$ cat src/mdc_cfg.svh
`ifndef MDC_CFG_SVH
`define MDC_CFG_SVH

// ------------------------------------------------------------------
// Sizes
// ------------------------------------------------------------------
`define MDC_MAX_DDS      32
`define MDC_MAX_MDS      4
`define MDC_SEL_W        5
`define MDC_CNT_W        6
`define MDC_STAT_W       16
`define MDC_IDX_W        4
`define MDC_THERM_W      8
`define MDC_CFG_W        3

// ------------------------------------------------------------------
// Reset values
// ------------------------------------------------------------------
`define MDC_RST_SET      5'h00
`define MDC_RST_WORD     16'h0000
`define MDC_INTERNAL_CFG 3'h0

`endif

$ cat src/mdc_pkg.sv
`default_nettype none

package mdc_pkg;

   // Changeover sequencer states, one-hot
   typedef enum logic [5:0] {
      ST_IDLE       = 6'h01,
      ST_INHIBIT    = 6'h02,
      ST_OPEN       = 6'h04,
      ST_SWITCH     = 6'h08,
      ST_WAIT_OPEN  = 6'h10,
      ST_WAIT_CLOSE = 6'h20
   } mdc_state_e;

endpackage

`default_nettype wire

$ cat src/mdc_set_lookup.sv
`timescale 1ns/100ps
`default_nettype none
`include "mdc_cfg.svh"

module mdc_set_lookup #(
   parameter int MAX_DDS = `MDC_MAX_DDS,
   parameter int MAX_MDS = `MDC_MAX_MDS,
   parameter int MW      = 2
) (
   // Clock and reset
   input  wire logic                          i_sys_clk,
   input  wire logic                          i_srst,
   // Lookup index
   input  wire logic [`MDC_SEL_W-1:0]         i_drive_set,
   // Tables
   input  wire logic [MAX_DDS*MW-1:0]         i_drive_to_motor_set_map,
   input  wire logic [MAX_MDS*`MDC_IDX_W-1:0] i_contactor_status_bit_index,
   input  wire logic [MAX_MDS*`MDC_THERM_W-1:0] i_thermal_model_number,
   // Registered results
   output logic      [MW-1:0]                 o_motor_set,
   output logic      [`MDC_IDX_W-1:0]         o_bit_index,
   output logic      [`MDC_THERM_W-1:0]       o_thermal
);

   typedef struct packed {
      logic [MW-1:0]           mset;
      logic [`MDC_IDX_W-1:0]   idx;
      logic [`MDC_THERM_W-1:0] therm;
   } mdc_lk_s;

   mdc_lk_s lk_r;
   mdc_lk_s lk_nxt;
   logic [MW-1:0] mset;

   // ---------------------------------------------------------------
   // Two-level table walk: drive set -> motor set -> attributes
   // ---------------------------------------------------------------
   always_comb begin
      mset = '0;
      lk_nxt = lk_r;
      // [RL3] drive-to-motor map
      if (int'(i_drive_set) < MAX_DDS) begin
         mset = i_drive_to_motor_set_map[int'(i_drive_set)*MW +: MW];
      end
      lk_nxt.mset = mset;
      // [RL5] per-motor status bit
      lk_nxt.idx = i_contactor_status_bit_index[int'(mset)*`MDC_IDX_W +:
                                                `MDC_IDX_W];
      // [RL4] per-motor thermal model
      lk_nxt.therm = i_thermal_model_number[int'(mset)*`MDC_THERM_W +:
                                            `MDC_THERM_W];
   end

   always_ff @(posedge i_sys_clk) begin
      if (i_srst) begin
         lk_r <= '0;
      end else begin
         lk_r <= lk_nxt;
      end
   end

   assign o_motor_set = lk_r.mset;
   assign o_bit_index = lk_r.idx;
   assign o_thermal   = lk_r.therm;

endmodule

`default_nettype wire

$ cat src/mdc_changeover.sv
`timescale 1ns/100ps
`default_nettype none
`include "mdc_cfg.svh"

// What this block does
// [RL1] Holds configurable counts of motor and drive sets, one pair for the whole block; i_motor_set_count is never read, only the drive set count is used.
// [RL2] Requested drive set is a five-bit binary index; unused bits tied low.
// [RL3] Table maps each drive set to the motor set it uses.
// [RL4] Each motor set has a thermal model number; equal numbers share.
// [RL5] Motor set's bit index picks which status word bit is raised.
// [RL6] Status word bits 1 to 4 drive the auxiliary contactor outputs.
// [RL7] One contactor feedback per motor set advances the sequence.
// [RL8] Config bits all zero: block runs contactors, pulses, and park bit.
// [RL9] Synchronous motors: request only below field weakening start speed.
// [RL10] A new drive set request first inhibits the power stage pulses.
// [RL11] Then all contactor outputs clear and changeover active flag sets.
// [RL12] Then the requested drive set becomes the effective one.
// [RL13] New contactor energized only after old contactor reports open.
// [RL14] Flag clears and pulses resume only after new contactor closes.
// [RL15] Star/delta: integrator drives select bit 0 from speed monitor.
// [RL16] Several motors with holding brakes: internal brake control unused.
// [RL17] Vector drives onto a rotating motor need flying restart enabled.
// [RL18] Missing feedback keeps pulses inhibited and flag set indefinitely.
// [RL19] Request equal to effective set starts nothing and changes nothing.
module mdc_changeover #(
   parameter int MAX_DDS = `MDC_MAX_DDS,
   parameter int MAX_MDS = `MDC_MAX_MDS
) (
   // Clock and reset
   input  wire logic                            i_sys_clk,
   input  wire logic                            i_srst,
   // Configuration
   input  wire logic [`MDC_CNT_W-1:0]           i_motor_set_count,
   input  wire logic [`MDC_CNT_W-1:0]           i_drive_set_count,
   input  wire logic [MAX_DDS*((MAX_MDS>1)?$clog2(MAX_MDS):1)-1:0]
                                                i_drive_to_motor_set_map,
   input  wire logic [MAX_MDS*`MDC_THERM_W-1:0] i_thermal_model_number,
   input  wire logic [MAX_MDS*`MDC_IDX_W-1:0]   i_contactor_status_bit_index,
   input  wire logic [`MDC_CFG_W-1:0]           i_changeover_config,
   // Data set selection, bit 0 to bit 4
   input  wire logic [`MDC_SEL_W-1:0]           i_set_select,
   // Contactor feedback, high when closed
   input  wire logic [MAX_MDS-1:0]              i_contactor_feedback_input,
   // Power stage and contactors
   output logic                                 o_pulse_enable,
   output logic      [`MDC_STAT_W-1:0]          o_contactor_status_word,
   output logic      [MAX_MDS-1:0]              o_aux_contactor,
   // Status
   output logic                                 o_changeover_active_flag,
   output logic                                 o_park_status_bit,
   output logic      [`MDC_SEL_W-1:0]           o_effective_drive_set,
   output logic      [((MAX_MDS>1)?$clog2(MAX_MDS):1)-1:0]
                                                o_active_motor_set,
   output logic      [`MDC_THERM_W-1:0]         o_active_thermal_model
);

   localparam int MW     = (MAX_MDS > 1) ? $clog2(MAX_MDS) : 1;
   localparam int SW     = `MDC_SEL_W;
   localparam int STAT_W = `MDC_STAT_W;

   // ---------------------------------------------------------------
   // Elaboration checks
   // ---------------------------------------------------------------
   // [RL1] set counts bounded
   if (MAX_DDS < 1 || MAX_DDS > (1 << SW)) begin : g_bad_dds
      $error("MAX_DDS must lie between 1 and 32");
   end
   // Bit 0 of the status word is reserved, so at most 15 motors
   if (MAX_MDS < 1 || MAX_MDS > STAT_W - 1) begin : g_bad_mds
      $error("MAX_MDS must lie between 1 and 15");
   end

   typedef struct packed {
      mdc_pkg::mdc_state_e state;
      logic [SW-1:0]       req;
      logic [SW-1:0]       eff;
      logic [MW-1:0]       old_mset;
      logic [STAT_W-1:0]   word;
      logic                active;
      logic                pulse;
      logic                park;
   } mdc_st_s;

   mdc_st_s st_r;
   mdc_st_s st_nxt;

   logic [MW-1:0]           lk_mset;
   logic [`MDC_IDX_W-1:0]   lk_idx;
   logic [`MDC_THERM_W-1:0] lk_therm;
   logic                    sel_valid;
   logic                    internal;
   logic                    old_open;
   logic                    new_closed;

   // ---------------------------------------------------------------
   // Table lookup, indexed by the requested set
   // ---------------------------------------------------------------
   mdc_set_lookup #(
      .MAX_DDS (MAX_DDS),
      .MAX_MDS (MAX_MDS),
      .MW      (MW)
   ) u_lookup (
      .i_sys_clk                    (i_sys_clk),
      .i_srst                       (i_srst),
      .i_drive_set                  (st_r.req),
      .i_drive_to_motor_set_map     (i_drive_to_motor_set_map),
      .i_contactor_status_bit_index (i_contactor_status_bit_index),
      .i_thermal_model_number       (i_thermal_model_number),
      .o_motor_set                  (lk_mset),
      .o_bit_index                  (lk_idx),
      .o_thermal                    (lk_therm)
   );

   // ---------------------------------------------------------------
   // Sequencer
   // ---------------------------------------------------------------
   // [RL2] index must fall inside the configured drive sets
   assign sel_valid  = ({1'b0, i_set_select} < i_drive_set_count) &&
                       (int'(i_set_select) < MAX_DDS);
   // [RL8] all three config bits clear selects internal control
   assign internal   = (i_changeover_config == `MDC_INTERNAL_CFG);
   // [RL7] feedback of the outgoing and incoming motor
   assign old_open   = !i_contactor_feedback_input[st_r.old_mset];
   assign new_closed = i_contactor_feedback_input[lk_mset];

   always_comb begin
      st_nxt = st_r;
      unique case (st_r.state)
         mdc_pkg::ST_IDLE: begin
            // [RL19] same set ignored
            if (sel_valid && i_set_select != st_r.eff) begin
               st_nxt.req = i_set_select;
               if (internal) begin
                  // [RL10] inhibit pulses first
                  st_nxt.pulse = 1'b0;
                  st_nxt.park  = 1'b1;
                  st_nxt.state = mdc_pkg::ST_INHIBIT;
               end else begin
                  // External control owns contactors and pulses
                  st_nxt.eff = i_set_select;
               end
            end
         end
         mdc_pkg::ST_INHIBIT: begin
            // Lookup still shows the outgoing motor here
            st_nxt.old_mset = lk_mset;
            st_nxt.state    = mdc_pkg::ST_OPEN;
         end
         mdc_pkg::ST_OPEN: begin
            // [RL11] open contactor, flag active
            st_nxt.word   = '0;
            st_nxt.active = 1'b1;
            st_nxt.state  = mdc_pkg::ST_SWITCH;
         end
         mdc_pkg::ST_SWITCH: begin
            // [RL12] requested set effective
            st_nxt.eff   = st_r.req;
            st_nxt.state = mdc_pkg::ST_WAIT_OPEN;
         end
         mdc_pkg::ST_WAIT_OPEN: begin
            // [RL13] energize after open feedback
            if (old_open) begin
               st_nxt.word  = STAT_W'(1) << lk_idx;
               st_nxt.state = mdc_pkg::ST_WAIT_CLOSE;
            end
         end
         mdc_pkg::ST_WAIT_CLOSE: begin
            // [RL14] end after close feedback
            // [RL18] no timeout: waits with pulses off
            if (new_closed) begin
               st_nxt.active = 1'b0;
               st_nxt.pulse  = 1'b1;
               st_nxt.park   = 1'b0;
               st_nxt.state  = mdc_pkg::ST_IDLE;
            end
         end
      endcase
   end

   // Reset runs a full changeover onto set 0 so the contactors
   // start from a known, confirmed position
   always_ff @(posedge i_sys_clk) begin
      if (i_srst) begin
         st_r.state    <= mdc_pkg::ST_INHIBIT;
         st_r.req      <= `MDC_RST_SET;
         st_r.eff      <= `MDC_RST_SET;
         st_r.old_mset <= '0;
         st_r.word     <= `MDC_RST_WORD;
         st_r.active   <= 1'b1;
         st_r.pulse    <= 1'b0;
         st_r.park     <= 1'b1;
      end else begin
         st_r <= st_nxt;
      end
   end

   // ---------------------------------------------------------------
   // Outputs
   // ---------------------------------------------------------------
   assign o_pulse_enable           = st_r.pulse;
   assign o_contactor_status_word  = st_r.word;
   // [RL6] bits 1.. to auxiliary contactors
   assign o_aux_contactor          = st_r.word[MAX_MDS:1];
   assign o_changeover_active_flag = st_r.active;
   // [RL8] park bit rises with the pulse inhibit, ahead of the flag
   assign o_park_status_bit        = st_r.park;
   assign o_effective_drive_set    = st_r.eff;
   assign o_active_motor_set       = lk_mset;
   assign o_active_thermal_model   = lk_therm;
endmodule

`default_nettype wire

$ cat config.mk
export PLATFORM = sky130hd
export DESIGN_NAME = mdc_changeover
export DESIGN_NICKNAME = d
export VERILOG_FILES = /design/src/mdc_pkg.sv /design/src/mdc_set_lookup.sv /design/src/mdc_changeover.sv
export VERILOG_INCLUDE_DIRS = /design/src
export SDC_FILE = /design/constraint.sdc
export NUM_CORES = 1
export LEC_CHECK = 0
export BUFFER_PORTS_ARGS = -buffer_cell sky130_fd_sc_hd__buf_4
export CELL_PAD_IN_SITES_DETAIL_PLACEMENT = 0
export CELL_PAD_IN_SITES_GLOBAL_PLACEMENT = 1
export CORE_MARGIN = 1.5
export CORE_UTILIZATION = 29
export CTS_CLUSTER_SIZE = 40
export DETAILED_ROUTE_END_ITERATION = 16
export PLACE_DENSITY_LB_ADDON = 0.1
export SLEW_MARGIN = 20
export SYNTH_ARGS = -nofsm -noshare
export SYNTH_HDL_FRONTEND = slang
export SYNTH_SLANG_ARGS = --single-unit
$ cat constraint.sdc
create_clock -name i_sys_clk -period 2.05 [get_ports i_sys_clk]
set_clock_uncertainty 0.1 [all_clocks]
set_input_delay 0.205 -clock i_sys_clk [delete_from_list [all_inputs] [get_ports i_sys_clk]]
set_output_delay 0.205 -clock i_sys_clk [all_outputs]
set_load 0.01 [all_outputs]
### After elaboration in Yosys (flattened, before gate mapping)

Index checks and enable logic that the tools add are counted.

* magnitude comparators: 3
* equality and inequality tests: 12
* shift-type cells: 4
* muxes and demuxes: 18
* reduce and logical (&&, ||, !) cells: 12

Operators by type and width (count)
* 64-bit by 7-bit indexed part select with 2-bit output: 1
* 6-bit case mux with 6 select lines: 1
* 16-bit two-way mux: 2
* 16-bit case mux with 2 select lines: 1
* 32-bit by 6-bit indexed part select with 8-bit output: 1
* 6-bit two-way mux: 3
* 16-bit by 5-bit indexed part select with 4-bit output: 1
* 1-bit by 4-bit << shifter with 16-bit output (first input constant): 1
* 2-bit != test (second input constant): 5
* 5-bit case mux with 2 select lines: 1
* 4-bit AND reduction: 2
* 2-bit nonzero test: 4
* 6-bit by 1-bit equality test with 1-bit output (second input constant): 1
* 6-bit by 2-bit equality test with 1-bit output (second input constant): 1
* 6-bit by 3-bit equality test with 1-bit output (second input constant): 1
* 6-bit by 4-bit equality test with 1-bit output (second input constant): 1
* 6-bit by 5-bit equality test with 1-bit output (second input constant): 1
* 6-bit equality test (second input constant): 1
* 2-bit by 3-bit < comparator with 1-bit output (second input constant): 2
* 5-bit by 6-bit < comparator with 1-bit output: 1
* 2-bit AND reduction: 3
* 5-bit two-way mux: 1
* 5-bit != test: 1
* 1-bit binary-select mux with 2-bit select: 2
* other kinds (8): 10

* bits in registers: 51
* input port bits: 138
* output and inout bits: 38
* logic and storage cells: 60

### Depth between registers and ports, before layout

* depth after elaboration: 4
* mapped depth: 10
* mapped depth without buffers: 8

### Cells and area by module

From an unflattened synthesis, not the netlist that was laid out.

* cells, all modules: 343
* area total of the unflattened synthesis: 3324.4 um2

Modules (own cells, without submodules)
* mdc_changeover: times used 1, cells an instance 237, area each 2070.7 um2, sequential area each 740.7 um2
* mdc_set_lookup: times used 1, cells an instance 106, area each 1253.7 um2, sequential area each 280.3 um2

### Least setup slack after synthesis

OpenSTA, ideal clock, no wires.

* path kind: register -> register
* start point: register st_r[26] (netlist bit)
* end point: register u_lookup.lk_r, in the netlist u_lookup.o_bit_index[1]
* library setup time: 0.134 ns
* arrival time: 1.887 ns
* required time: 1.816 ns
* path slack: -0.071 ns
* stages on the path, launching flop included: 9
* buffers on the path: 3
* period minus slack after synthesis: 2.121 ns
* path through: dfxtp_1 -> buf_2 -> buf_4 -> mux4_2 -> a22oi_4 -> nand3_4 -> buf_6 -> mux2i_1 -> o22ai_1

* cells in the longest elaborated chain, start to end: 2

RTL lines
* start: declaration: line mdc_changeover.sv:84 `mdc_st_s st_r;`
* start signal: assignment: line mdc_changeover.sv:193 `st_r <= st_nxt;`
* 64-bit by 7-bit indexed part select with 2-bit output: line mdc_set_lookup.sv:43 `mset = i_drive_to_motor_set_map[int'(i_drive_set)*MW +: MW];`
* 16-bit by 5-bit indexed part select with 4-bit output: line mdc_set_lookup.sv:47 `` lk_nxt.idx = i_contactor_status_bit_index[int'(mset)*`MDC_IDX_W +: ``
* end signal: assignment: line mdc_set_lookup.sv:58 `lk_r <= lk_nxt;`
* end: declaration: line mdc_set_lookup.sv:31 `mdc_lk_s lk_r;`

No other way between the ends.
A chain may end at the register's enable or synchronous reset.

### Worst setup path in the final report

* start point: register st_r[27] (netlist bit)
* end point: register u_lookup.lk_r, in the netlist u_lookup.o_bit_index[1]

The elaborated chain is that of the path after synthesis.

==> metrics.txt <==
Leak=between 2 and 2.5 nW; Synth Area in Compound Gates=12.1%; XOR/XNOR Fraction of Synth Area=roughly 1.6%; Synthesis Warnings=0; largest family of logic cells by synthesized area=multiplexers; Ports=176; Ant. Diodes=0; Clk network pwr share=around 28%; Finished Cell Area=5030 µm²; CP arrival=2.20 ns; Max Used Layer=met4; router iterations before antenna repair=4; Peak VDD IR=between 0.2 and 0.3 mV; vias in the first global route=roughly 3100; CTS tree=yes; site row count=38; Synth Area in Simple Gates=about 16%; first-pass GRT wire length=14800 µm; Comb power frac=25.8%; Syn Area/Cell=9.66 µm²; crit path launch type=flip-flop; synth unique cells=between 40 and 50; placed insts=632; total negative setup slack=-0.362 ns; Setup violations, final=16; final worst slack=-0.0514 ns; Clock Root Buffer=clkbuf_8; Worst Setup End Kind=flip-flop; Max Root-Sink Buffers=2; H-tree Lvls=2; sequential share of the synthesized area=32.0%; Area growth syn-to-layout=57.7%; status=complete, but fails checks; Clock transition at path regs=about 0.10 ns; prevailing post-synth register cell=dfxtp_1; core area=10800 µm²; sw frac=26.5%; PD cells=459 nW/µm²; final hold vios=0; average wire per standard cell=14.8 µm; Buffers on Ports=169; via count=3106; iteration-0 DRC count of the detailed router=78; M1 WL=about 4200 µm; Worst Path Required=2.14 ns; Chip Height=108 µm; net load switching power=610 µW; Setup Slack @ Placement=-0.0703 ns; Initial Util=29.5%; Detailed Place HPWL=~7500 µm; violated checks=setup timing; met3 WL=708 µm; total wirelength of the detailed-routed design=9570 µm; Final Max Slew Viols=0; Seq pwr share=45.6%; vias per std cell=4.81; WL met2=4550 µm; largest net degree at the start of global routing=41; CTS Sinks=51; die area=approximately 12000 µm²; layout cells sized above 1=55.3%; DRC viols=0; gr usage total=between 10% and 20%; Post-synth EDFFs=0; synthesized flop and latch total=51; multiplexer share of the synthesized area=25.9%; DIE WIDTH=108 µm; Post-Synthesis Cell Area=between 3000 and 4000 µm²; gpl congestion=about 0.84; FMAX=476 MHz; initial antenna violation count=0; adder-cell share of the synthesized area=under 10%; Slew @ Worst Pin=0.502 ns; hold crit path type=in2reg; Skew-Pair Late Insertion Delay=around 0.31 ns; Final min period=2.10 ns; commonest non-fill, non-tap cell in the layout=buf_4; most frequent cells in the layout=197 x buf_4, 46 x mux2i_1, 46 x dfxtp_1; Final nets=647; Placed Area=4660 µm²; Synthesized Nets=roughly 470; Slew headroom=about two thirds; maxcap violations=0; final std cells w/o fill=646; CTS buffer count=5; Crit Path Class=reg2reg; Syn Inst Count=330; CTS Hold Bufs=0; Crit Path Max Fanout=14; Int Power=1.70 mW; remaining global-route overflow=0; Final ANT Viol Nets=0; Post-synth ARST share=0%; RSZ-0062 raised after global routing=true; crit share post-route=103%
## power groups by stage
stage	logic, mW	registers [mW]	clock network (mW)
6_report	0.596	1.05	0.658
2_1_floorplan	0.229	1.08	0
4_1_cts	0.553	1.05	0.677
3_5_place_dp	0.549	1.07	0
5_1_grt	0.648	1.06	0.714
3_3_place_gp	0.542	1.07	0
## cells by family after synthesis
group                      count (synthesis)
and+or+nand+nor                           99
AOI/OAI and AO/OA                         57
xor gates and xnor gates                   6
adders and majority gates                  4
buffers and inverters                     48
muxes                                     65
DFF                                       51
## final timing paths
| path | startpoint | slack, ns | depth (start not counted) | endpoint |
|---|---|---|---|---|
| max | st_r[27]$_SDFFE_PP0P_ | -0.05 | 8 | u_lookup.o_bit_index[1]$_SDFF_PP0_ |
| min | i_thermal_model_number[3] | 0.07 | 3 | u_lookup.o_thermal[3]$_SDFF_PP0_ |
| max reg2reg | st_r[27]$_SDFFE_PP0P_ | -0.05 | 8 | u_lookup.o_bit_index[1]$_SDFF_PP0_ |
| min reg2reg | o_contactor_status_word[5]$_SDFFE_PP0P_ | 0.36 | 2 | o_contactor_status_word[5]$_SDFFE_PP0P_ |
## metrics by stage
stage | power, mW | utilization (%) | hold WS, ns
4_1_cts | 2.28 | 44.2 | 0.0718
6_report | 2.31 | 46.6 | 0.0744
3_3_place_gp | 1.62 | 43.1 | 0.346
5_1_grt | 2.42 | 46.6 | 0.0693
3_5_place_dp | 1.62 | 43.1 | 0.346
2_1_floorplan | 1.31 | - | 0.252
## layer usage
metal | vias up | GRT usage, %
met3 | 8 | 4.60
met4 | 0 | 3.85
li1 | 1544 | -
met1 | 1435 | 20.1
met2 | 119 | 27.8
met5 | - | 0
## cells in the mapped netlist, drive strengths merged (5+ instances only)
master | number | area share (%)
dfxtp | 51 | 32
nor3 | 10 | 1.6
nand3b | 5 | 1.2
a221oi | 5 | 1.4
inv | 5 | 0.59
buf | 38 | 9.4
nand2 | 22 | 2.6
nor2 | 25 | 2.9
a21oi | 20 | 3.1
o22ai | 12 | 2.4
mux4 | 14 | 9.9
clkbuf | 5 | 0.59
nand3 | 14 | 2.6
mux2i | 51 | 16
## area by class of cell
class / count / area [µm²]
timing repair buffer: 211 / 1720
clock inverter: 1 / 7.51
multi-input combinational: 231 / 1980
inverter: 5 / 18.8
fill: 1060 / 5770
sequential: 51 / 1030
tap: 140 / 175
clock buffer: 7 / 96.3
## worst max-delay path, cell delays in order, from the launching register on
cell     delay [ns]
dfxtp_2        0.34
buf_12         0.15
mux2i_1        0.11
mux4_2         0.51
a22oi_4        0.20
nand3_4        0.12
buf_12         0.17
mux2i_1        0.20
o22ai_2        0.10
## flip-flops by register name, summed over array words and instances (netlist names)
signal                    count
st_r                         13
u_lookup.o_motor_set          2
o_pulse_enable                1
u_lookup.o_thermal            8
o_changeover_active_flag      1
o_contactor_status_word      16
o_park_status_bit             1
u_lookup.o_bit_index          4
o_effective_drive_set         5
## timing repair
action / 4_1_cts / 5_1_grt
pin swaps: 2 / 12
endpoints found under the setup margin: 27 / 38
hold endpoints to repair: 0 / 0
buffers inserted: 0 / 3
gates cloned: 0 / 3
gates resized for setup: 5 / 47
No activity file was read; power rests on OpenSTA's default activity.
